===== src/rtl/console_pkg.sv =====
// shared constants, register map and carrier types for the operator console
package console_pkg;

  localparam int          WORD_W        = 12;
  localparam int          KEY_W         = 6;
  localparam logic [11:0] PC_RST        = 12'h000;
  localparam logic [11:0] WORD_RST      = 12'h000;
  localparam logic [11:0] ADDR_STEP     = 12'h001;
  // guarded page: octal 7600 to 7777
  localparam logic [11:0] GUARD_LO      = 12'hF80;
  localparam logic [11:0] GUARD_HI      = 12'hFFF;
  localparam logic        GUARD_FIELD   = 1'b1;

  // register byte offsets on the bus
  localparam logic [7:0]  REG_STATUS    = 8'h00;
  localparam logic [7:0]  REG_PC        = 8'h04;
  localparam logic [7:0]  REG_MA        = 8'h08;
  localparam logic [7:0]  REG_MB        = 8'h0C;
  localparam logic [7:0]  REG_AC        = 8'h10;
  localparam logic [7:0]  REG_SWITCH    = 8'h14;
  localparam logic [7:0]  REG_CTRL      = 8'h18;
  localparam logic [7:0]  REG_KEY       = 8'h1C;

  // status bit positions
  localparam int          ST_RUN_BIT    = 0;
  localparam int          ST_LOCK_BIT   = 1;
  localparam int          ST_GUARD_BIT  = 2;
  localparam int          ST_SCYC_BIT   = 3;
  localparam int          ST_SINS_BIT   = 4;
  localparam int          ST_HIT_BIT    = 5;
  localparam int          AC_LINK_BIT   = 12;
  // control bit positions
  localparam int          CT_GUARD_BIT  = 0;
  localparam int          CT_SOFT_BIT   = 1;
  localparam logic [1:0]  CTRL_RST      = 2'h0;

  typedef enum logic [1:0] {
    ST_HALT = 2'b00,
    ST_RUN  = 2'b01,
    ST_DEP  = 2'b10,
    ST_EXAMINE_KEY = 2'b11
  } con_state_t;

  typedef enum logic [1:0] {
    WR_CALL        = 2'b00,
    WR_STORE_CLEAR = 2'b01,
    WR_INC_SKIP    = 2'b10,
    WR_INPUT       = 2'b11
  } wr_kind_t;

  typedef struct packed {
    logic start;
    logic load;
    logic deposit;
    logic examine;
    logic continue_key;
    logic stop;
  } key_set_t;

  typedef struct packed {
    key_set_t    keys;
    logic        single_cycle_switch;
    logic        single_instruction_switch;
    logic        console_lockout;
    logic        top_page_write_guard;
    logic [11:0] switch_word;
  } panel_t;

  typedef struct packed {
    logic [11:0] pc;
    logic [11:0] ma;
    logic [11:0] mb;
    logic [11:0] ac;
    logic        link;
    logic        mem_cycle_done;
    logic        instr_done;
  } core_state_t;

  typedef struct packed {
    logic        valid;
    wr_kind_t    kind;
    logic        field;
    logic [11:0] addr;
  } core_wr_t;

  typedef struct packed {
    logic        req;
    logic        we;
    logic [11:0] addr;
    logic [11:0] wdata;
  } mem_req_t;

endpackage : console_pkg


===== src/rtl/operator_console_control.sv =====
// operator console: panel keys, deposit/examine, run control, write guard, displays
//
// Overview of operation
// - start clears arithmetic register, link, buffer, instruction register; runs from pointer
// - load-address copies the switch word into the next-instruction pointer
// - deposit writes the switch word at the pointer's address
// - deposit advances pointer by one; address register keeps the written address
// - deposit passes the switch word through the memory buffer register
// - examine reads pointer's word into buffer and arithmetic displays, then advances
// - continue resumes at the pointer without clearing any working register
// - stop halts only after the instruction in progress completes
// - single-cycle switch: each continue runs exactly one memory cycle then halts
// - single-instruction switch: each continue runs exactly one instruction then halts, unless the single-cycle switch is also set
// - switch word is twelve toggles forming one value for loads and deposits
// - a set switch reads as one, an unset switch as zero
// - lockout ignores every key and switch except the switch word
// - write guard blocks processor stores to addresses 7600 to 7777 (field one if 8K); it blocks deposits there only with one field
// - guard refuses call, store-clear, increment-skip and input writes into that page
// - next-instruction pointer is shown as a 12-bit display value
// - address display shows the address of the word being read or written
// - buffer display shows the 12-bit word moving to or from memory
// - after deposit or examine the arithmetic display holds the addressed word
// - link is a one-bit extension of the arithmetic register and is displayed
`timescale 1ns/1ps

module operator_console_control
  import console_pkg::*;
#(
  parameter int FIELD_COUNT = 1
) (
  input  wire logic        clk_i,
  input  wire logic        rst_i,
  input  wire logic        wb_cyc_i,
  input  wire logic        wb_stb_i,
  input  wire logic        wb_we_i,
  input  wire logic [7:0]  wb_adr_i,
  input  wire logic [3:0]  wb_sel_i,
  input  wire logic [31:0] wb_dat_i,
  output logic      [31:0] wb_dat_o,
  output logic             wb_ack_o,
  input  wire panel_t      panel_i,
  input  wire core_state_t core_i,
  input  wire core_wr_t    core_wr_i,
  input  wire logic [11:0] mem_rdata_i,
  input  wire logic        mem_ack_i,
  output mem_req_t         mem_o,
  output logic             run_o,
  output logic             clear_regs_o,
  output logic             ac_load_o,
  output logic      [11:0] ac_load_val_o,
  output logic      [11:0] pc_o,
  output logic      [11:0] ma_o,
  output logic      [11:0] mb_o,
  output logic      [11:0] ac_o,
  output logic             link_o,
  output logic             wr_verdict_o,
  output logic             wr_allowed_o
);

  localparam int PANEL_W = $bits(panel_t);

  if (FIELD_COUNT < 1 || FIELD_COUNT > 2) begin : g_bad_fields
    $error("FIELD_COUNT must be 1 or 2");
  end

  function automatic logic [11:0] next_addr(input logic [11:0] a);
    return a + ADDR_STEP;
  endfunction : next_addr

  function automatic logic in_guard(input logic [11:0] a, input logic field);
    logic hit;
    hit = (a >= GUARD_LO) && (a <= GUARD_HI);
    if (FIELD_COUNT == 2) begin
      hit = hit && (field == GUARD_FIELD);
    end
    return hit;
  endfunction : in_guard

  // panel synchroniser
  logic [PANEL_W-1:0] sync1_r;
  logic [PANEL_W-1:0] sync2_r;
  logic [PANEL_W-1:0] sync3_r;
  logic [PANEL_W-1:0] stable_r;
  logic [PANEL_W-1:0] agree;
  panel_t             pan;
  logic [KEY_W-1:0]   key_prev_r;
  logic [KEY_W-1:0]   soft_key_r;
  key_set_t           kp;
  logic               scyc_r;
  logic               sins_r;
  logic               guard_sw_r;
  logic               guard_on;

  // control state
  con_state_t         state_r;
  logic               stop_pend_r;
  logic               step_cyc_r;
  logic               step_ins_r;
  logic               dep_blocked_r;
  logic               guard_hit_r;
  logic [1:0]         ctrl_r;
  logic               do_start;
  logic               do_continue_key;
  logic               do_load;
  logic               do_dep;
  logic               do_examine_key;
  logic               dep_guarded;
  logic               dep_done;
  logic               examine_key_done;
  logic               halt_now;
  logic               wr_block;

  // bus
  logic               wb_req;
  logic               wb_wr;
  logic [31:0]        rd_data;

  assign agree = ~(sync2_r ^ sync3_r);
  assign pan   = panel_t'(stable_r);

  always_ff @(posedge clk_i) begin
    if (rst_i) begin
      sync1_r <= '0;
      sync2_r <= '0;
      sync3_r <= '0;
    end else begin
      sync1_r <= panel_i;
      sync2_r <= sync1_r;
      sync3_r <= sync2_r;
    end
  end

  // a bit only changes once stages two and three agree
  always_ff @(posedge clk_i) begin
    if (rst_i) begin
      stable_r <= '0;
    end else begin
      stable_r <= (stable_r & ~agree) | (sync3_r & agree);
    end
  end

  always_ff @(posedge clk_i) begin
    if (rst_i) begin
      key_prev_r <= '0;
    end else begin
      key_prev_r <= pan.keys;
    end
  end

  // rising edge of each key, or a software key, blocked under lockout
  always_comb begin
    kp = key_set_t'(((pan.keys & ~key_prev_r) | soft_key_r)
                    & {KEY_W{~pan.console_lockout}});
  end

  // mode switches freeze at their last value while locked out
  always_ff @(posedge clk_i) begin
    if (rst_i) begin
      scyc_r     <= 1'b0;
      sins_r     <= 1'b0;
      guard_sw_r <= 1'b0;
    end else if (!pan.console_lockout) begin
      scyc_r     <= pan.single_cycle_switch;
      sins_r     <= pan.single_instruction_switch;
      guard_sw_r <= pan.top_page_write_guard;
    end
  end

  assign guard_on = guard_sw_r | ctrl_r[CT_GUARD_BIT];

  // key decode, start first, only while halted
  always_comb begin
    do_start    = (state_r == ST_HALT) && kp.start;
    do_continue_key     = (state_r == ST_HALT) && !kp.start && kp.continue_key;
    do_load     = (state_r == ST_HALT) && !kp.start && !kp.continue_key && kp.load;
    do_dep      = (state_r == ST_HALT) && !kp.start && !kp.continue_key && !kp.load && kp.deposit;
    do_examine_key     = (state_r == ST_HALT) && !kp.start && !kp.continue_key && !kp.load && !kp.deposit
                  && kp.examine;
    dep_guarded = guard_on && in_guard(pc_o, 1'b0);
    dep_done    = (state_r == ST_DEP) && (dep_blocked_r || (mem_o.req && mem_ack_i));
    examine_key_done   = (state_r == ST_EXAMINE_KEY) && mem_o.req && mem_ack_i;
    halt_now    = (state_r == ST_RUN)
                  && ((step_cyc_r && core_i.mem_cycle_done)
                      || ((step_ins_r || stop_pend_r || kp.stop) && core_i.instr_done));
    wr_block    = core_wr_i.valid && guard_on && in_guard(core_wr_i.addr, core_wr_i.field);
  end

  always_ff @(posedge clk_i) begin
    if (rst_i) begin
      state_r <= ST_HALT;
    end else begin
      case (state_r)
        ST_HALT: begin
          if (do_start || do_continue_key) begin
            state_r <= ST_RUN;
          end else if (do_dep) begin
            state_r <= ST_DEP;
          end else if (do_examine_key) begin
            state_r <= ST_EXAMINE_KEY;
          end
        end
        ST_RUN: begin
          if (halt_now) begin
            state_r <= ST_HALT;
          end
        end
        ST_DEP: begin
          if (dep_done) begin
            state_r <= ST_HALT;
          end
        end
        ST_EXAMINE_KEY: begin
          if (examine_key_done) begin
            state_r <= ST_HALT;
          end
        end
        default: state_r <= ST_HALT;
      endcase
    end
  end

  // step mode taken when the run begins
  always_ff @(posedge clk_i) begin
    if (rst_i) begin
      step_cyc_r  <= 1'b0;
      step_ins_r  <= 1'b0;
      stop_pend_r <= 1'b0;
    end else if (do_start || do_continue_key) begin
      step_cyc_r  <= scyc_r;
      step_ins_r  <= sins_r & ~scyc_r;
      stop_pend_r <= 1'b0;
    end else if (state_r == ST_RUN && kp.stop) begin
      stop_pend_r <= 1'b1;
    end
  end

  always_ff @(posedge clk_i) begin
    if (rst_i) begin
      run_o        <= 1'b0;
      clear_regs_o <= 1'b0;
    end else begin
      clear_regs_o <= do_start;
      if (do_start || do_continue_key) begin
        run_o <= 1'b1;
      end else if (halt_now) begin
        run_o <= 1'b0;
      end
    end
  end

  // memory port for console transfers
  always_ff @(posedge clk_i) begin
    if (rst_i) begin
      mem_o         <= '0;
      dep_blocked_r <= 1'b0;
    end else if (do_dep) begin
      mem_o.req     <= ~dep_guarded;
      mem_o.we      <= 1'b1;
      mem_o.addr    <= pc_o;
      mem_o.wdata   <= pan.switch_word;
      dep_blocked_r <= dep_guarded;
    end else if (do_examine_key) begin
      mem_o.req     <= 1'b1;
      mem_o.we      <= 1'b0;
      mem_o.addr    <= pc_o;
      dep_blocked_r <= 1'b0;
    end else if (dep_done || examine_key_done) begin
      mem_o.req     <= 1'b0;
      mem_o.we      <= 1'b0;
      dep_blocked_r <= 1'b0;
    end
  end

  always_ff @(posedge clk_i) begin
    if (rst_i) begin
      pc_o <= PC_RST;
    end else if (do_load) begin
      pc_o <= pan.switch_word;
    end else if (dep_done || examine_key_done) begin
      pc_o <= next_addr(pc_o);
    end else if (state_r == ST_RUN) begin
      pc_o <= core_i.pc;
    end
  end

  always_ff @(posedge clk_i) begin
    if (rst_i) begin
      ma_o <= WORD_RST;
    end else if (do_dep || do_examine_key) begin
      ma_o <= pc_o;
    end else if (state_r == ST_RUN) begin
      ma_o <= core_i.ma;
    end
  end

  always_ff @(posedge clk_i) begin
    if (rst_i) begin
      mb_o <= WORD_RST;
    end else if (do_start) begin
      mb_o <= WORD_RST;
    end else if (do_dep) begin
      mb_o <= pan.switch_word;
    end else if (examine_key_done) begin
      mb_o <= mem_rdata_i;
    end else if (state_r == ST_RUN) begin
      mb_o <= core_i.mb;
    end
  end

  always_ff @(posedge clk_i) begin
    if (rst_i) begin
      ac_o   <= WORD_RST;
      link_o <= 1'b0;
    end else if (do_start) begin
      ac_o   <= WORD_RST;
      link_o <= 1'b0;
    end else if (dep_done) begin
      ac_o   <= mb_o;
    end else if (examine_key_done) begin
      ac_o   <= mem_rdata_i;
    end else if (state_r == ST_RUN) begin
      ac_o   <= core_i.ac;
      link_o <= core_i.link;
    end
  end

  // push the shown word into the processor's arithmetic register
  always_ff @(posedge clk_i) begin
    if (rst_i) begin
      ac_load_o     <= 1'b0;
      ac_load_val_o <= WORD_RST;
    end else begin
      ac_load_o <= dep_done | examine_key_done;
      if (dep_done) begin
        ac_load_val_o <= mb_o;
      end else if (examine_key_done) begin
        ac_load_val_o <= mem_rdata_i;
      end
    end
  end

  // verdict on processor stores, one cycle after each request
  always_ff @(posedge clk_i) begin
    if (rst_i) begin
      wr_verdict_o <= 1'b0;
      wr_allowed_o <= 1'b0;
    end else begin
      wr_verdict_o <= core_wr_i.valid;
      wr_allowed_o <= core_wr_i.valid & ~wr_block;
    end
  end

  // bus slave, one wait-free acknowledge
  assign wb_req = wb_cyc_i && wb_stb_i && !wb_ack_o;
  assign wb_wr  = wb_req && wb_we_i && wb_sel_i[0];

  always_ff @(posedge clk_i) begin
    if (rst_i) begin
      wb_ack_o <= 1'b0;
    end else begin
      wb_ack_o <= wb_req;
    end
  end

  always_ff @(posedge clk_i) begin
    if (rst_i) begin
      ctrl_r <= CTRL_RST;
    end else if (wb_wr && wb_adr_i == REG_CTRL) begin
      ctrl_r <= wb_dat_i[1:0];
    end
  end

  always_ff @(posedge clk_i) begin
    if (rst_i) begin
      soft_key_r <= '0;
    end else if (wb_wr && wb_adr_i == REG_KEY && ctrl_r[CT_SOFT_BIT]) begin
      soft_key_r <= wb_dat_i[KEY_W-1:0];
    end else begin
      soft_key_r <= '0;
    end
  end

  // sticky guard hit, a new hit beats a clear
  always_ff @(posedge clk_i) begin
    if (rst_i) begin
      guard_hit_r <= 1'b0;
    end else if (wr_block || (do_dep && dep_guarded)) begin
      guard_hit_r <= 1'b1;
    end else if (wb_wr && wb_adr_i == REG_STATUS && wb_dat_i[ST_HIT_BIT]) begin
      guard_hit_r <= 1'b0;
    end
  end

  always_comb begin
    rd_data = 32'h0000_0000;
    case (wb_adr_i)
      REG_STATUS: begin
        rd_data[ST_RUN_BIT]   = run_o;
        rd_data[ST_LOCK_BIT]  = pan.console_lockout;
        rd_data[ST_GUARD_BIT] = guard_on;
        rd_data[ST_SCYC_BIT]  = scyc_r;
        rd_data[ST_SINS_BIT]  = sins_r;
        rd_data[ST_HIT_BIT]   = guard_hit_r;
      end
      REG_PC:     rd_data = {20'h00000, pc_o};
      REG_MA:     rd_data = {20'h00000, ma_o};
      REG_MB:     rd_data = {20'h00000, mb_o};
      REG_AC:     rd_data = {19'h00000, link_o, ac_o};
      REG_SWITCH: rd_data = {20'h00000, pan.switch_word};
      REG_CTRL:   rd_data = {30'h00000000, ctrl_r};
      default:    rd_data = 32'h0000_0000;
    endcase
  end

  always_ff @(posedge clk_i) begin
    if (rst_i) begin
      wb_dat_o <= 32'h0000_0000;
    end else if (wb_req && !wb_we_i) begin
      wb_dat_o <= rd_data;
    end
  end

endmodule : operator_console_control


===== config.mk =====
export PLATFORM = sky130hd
export DESIGN_NAME = operator_console_control
export DESIGN_NICKNAME = d
export VERILOG_FILES = /design/src/rtl/console_pkg.sv /design/src/rtl/operator_console_control.sv
export SDC_FILE = /design/constraint.sdc
export NUM_CORES = 1
export LEC_CHECK = 0
export BUFFER_PORTS_ARGS = -buffer_cell sky130_fd_sc_hd__buf_2
export CAP_MARGIN = 10
export CORE_MARGIN = 10
export CORE_UTILIZATION = 51
export DETAILED_ROUTE_END_ITERATION = 10
export PLACE_DENSITY_LB_ADDON = 0.25
export SLEW_MARGIN = 30
export SYNTH_ARGS = -nofsm -noshare
export SYNTH_HDL_FRONTEND = slang
export SYNTH_SLANG_ARGS = --single-unit

===== constraint.sdc =====
create_clock -name clk_i -period 2.4 [get_ports clk_i]
set_clock_uncertainty 0.15 [all_clocks]
set_input_delay 0.12 -clock clk_i [delete_from_list [all_inputs] [get_ports clk_i]]
set_output_delay 0.12 -clock clk_i [all_outputs]
set_load 0.005 [all_outputs]

==> impl_metrics.env <==
export IMPL_ys_types=57
export IMPL_hold_start="core_i[1]"
export IMPL_clkSinkCount=218
export IMPL_drive_gt1_share_pct=24.3
export IMPL_maxCapViolCount=0
export IMPL_cp_required_ps=2680
export IMPL_cts_tree="done"
export IMPL_synth_compound_area_share_pct=18.0
export IMPL_min_period_ps=2250
export IMPL_cpLargestDelayFamily="buffers and inverters"
export IMPL_clkSlewWorstSetupHoldPaths_ps=60
export IMPL_postCtsSetupBuffers=0
export IMPL_wl_um=29100
export IMPL_crit_fanout=24
export IMPL_rsz0062_at_grt="no"
export IMPL_synthAdderAreaFrac_pct=0.293
export IMPL_antenna_found_initial=1
export IMPL_slew_headroom_pct=56.6
export IMPL_hold_violations=0
export IMPL_p_per_area_mw_per_mm2=643
export IMPL_die_area_sq_mm=0.0223
export IMPL_layout_common_cells="dfxtp_1, buf_2, nand2_1"
export IMPL_cpPeakStageDelay_ps=580
export IMPL_synth_xor_area_share_pct=0.615
export IMPL_grt_overflow=0
export IMPL_end_kind="flip-flop"
export IMPL_drt_iter0_drc=835
export IMPL_insertion_delay_ps=510
export IMPL_gp_congestion=0.882
export IMPL_ys_ff_latch=218
export IMPL_fin_crit_sh_pct=93.8
export IMPL_core_area_sq_mm=0.0165
export IMPL_port_buffers=217
export IMPL_route_detailed_drc=0
export IMPL_hpwlAfterDp_um=20000
export IMPL_slew_viol_final=0
export IMPL_setup_ws_ps=148
export IMPL_setup_viol=0
export IMPL_grt_pass1_wl_um=45000
export IMPL_yosys_warnings=0
export IMPL_clock_fmax_mhz=444
export IMPL_setup_worst_path_start="mem_o[25]"
export IMPL_die_h_um=149
export IMPL_drt_first_pass_iters=8
export IMPL_p_leak_nw=4.71
export IMPL_synth_top_family_by_area="simple AND/OR/NAND/NOR gates"
export IMPL_postRouteAntennaNets=0
export IMPL_synthArstFlopShare_pct=0
export IMPL_viasPerCell=5.54
export IMPL_htree_levels=1
export IMPL_grt_max_degree=109
export IMPL_crit_chain="and2_1 > and3_1 > buf_4 > a22oi_1 > dlygate4sd3_1 > a31oi_1"
export IMPL_yosys_most_used_dff="dfxtp_1"
export IMPL_netlist_area_sq_mm=0.00855
export IMPL_muxShareOfSynthArea_pct=4.08
export IMPL_worstMarginPinSlew_ps=649
export IMPL_post_synth_cell_area_avg_sq_um=8.96
export IMPL_status="finished, final reports clean"
export IMPL_synth_edf_count=0
export IMPL_nets=1420
export IMPL_dieWidth_um=149
export IMPL_syn_inst=954
export IMPL_grt_pass1_vias=8094
export IMPL_vdd_ir_drop_max_v=0.000638
export IMPL_ys_seq_area_share_pct=51.0
export IMPL_design_area_sq_mm=0.0116
export IMPL_fin_tns_setup_ps=0
export IMPL_ios=276
export IMPL_vias=8311
export IMPL_critPathArrivalTime_ps=2530
export IMPL_clock_root_buffer="clkbuf_16"
export IMPL_syn2layout_area_growth_pct=35.4
export IMPL_final_common_cell="dfxtp_1"
export IMPL_start_util_pct=51.7
export IMPL_wl_per_cell_um=19.4
export IMPL_crit_type="flip-flop to flip-flop"
export IMPL_crit_buf_inv=2
export IMPL_rows=47
export IMPL_cts_buffers=23
export IMPL_placed_cell_area_sq_mm=0.00981
export IMPL_ff2ff_path_depth=6
export IMPL_hold_path_depth=5
export IMPL_pre_cts_slack_ps=97.9
export IMPL_yosys_area_share_simple_pct=20.6
export IMPL_slowest_stage="dlygate4sd3_1"
export IMPL_rr_startpoint="mem_o[25]"
export IMPL_min_path_type="primary input to flip-flop"
export IMPL_crit_cells=6
export IMPL_critPathLaunchType="flip-flop"
export IMPL_clockBufferDepth=3
export IMPL_grt_use_total_pct=24.9
-- power breakdown --
| group | switching [mW] | internal (mW) |
|---|---|---|
| combinational | 0.224 | 0.253 |
| clock | 1.40 | 1.85 |
| sequential | 0.0361 | 3.68 |
-- layout make-up --
class / count / area [sq um]
diodes: 1 / 2.50
repair buffers: 353 / 2390
flip-flops and latches: 218 / 4360
fillers: 1287 / 4940
clock buffers: 31 / 636
clock inverters: 7 / 42.5
multi-input cells: 661 / 3830
well taps: 220 / 275
inverters: 10 / 37.5
-- metrics by stage --
stage / std cells / util [%] / power (mW) / hold WS (ps)
final: 1501 / 70.1 / 7.45 / 18.7
after global routing: 1501 / 70.1 / 7.67 / 40.9
after CTS: 1500 / 69.9 / 7.47 / 5.53
after detailed placement: 1355 / 59.3 / 4.13 / 182
after global placement: 1355 / 59.3 / 4.13 / 178
after floorplan: 972 / - / 3.98 / 91.7
-- timing repair --
item                                    CTS  global route
gates resized for setup                   0             3
hold buffers                            107             0
endpoints found under the setup margin    0             6
hold endpoints to repair                110             0
-- worst min-delay path, delay by kind of cell --
family                 cells  cell delay (ps)
buffers and inverters      1               80
AOI/OAI and AO/OA          3              370
and+or+nand+nor            1               40
-- logic make-up (layout without fill, tap and decap cells) --
logic type | after synthesis | in the layout
AOI/OAI and AO/OA | 251 | 251
adders and majority gates | 2 | 2
DFF | 218 | 218
buffers and inverters | 93 | 401
other | 1 | 20
and+or+nand+nor | 353 | 353
muxes | 30 | 30
xor gates and xnor gates | 6 | 6
-- path summary, 6_finish.rpt --
| path | to | slack, ps |
|---|---|---|
| hold / removal | run_o | 20 |
| setup reg to reg | mb_o[10] | 150 |
| setup / recovery | mb_o[10] | 150 |
| hold reg to reg | sync2_r[0] | 280 |
-- routing by layer --
layer / routed length [um] / vias to the layer above / global-route usage, %
li1: - / 3931 / -
met1: 11700 / 3878 / 31.7
met2: 13400 / 426 / 40.1
met3: 2890 / 76 / 5.77
met4: 1170 / 0 / 9.72
met5: 0 / - / 0
-- synth_stat cells, types with 9 or more instances --
| cell type | n | area (sq um) |
|---|---|---|
| nand3_1 | 25 | 125 |
| a22oi_1 | 36 | 270 |
| mux2_2 | 9 | 101 |
| a21oi_1 | 83 | 415 |
| nor2_1 | 41 | 154 |
| nand2_1 | 143 | 537 |
| o21ai_0 | 53 | 265 |
| inv_1 | 10 | 37.5 |
| clkbuf_1 | 54 | 203 |
| nor2b_1 | 80 | 500 |
| a31oi_1 | 33 | 206 |
| a211oi_1 | 13 | 97.6 |
| mux2i_1 | 18 | 180 |
| dfxtp_1 | 218 | 4360 |
| buf_4 | 19 | 143 |
Note: power is estimated with default switching activity, not from simulation.
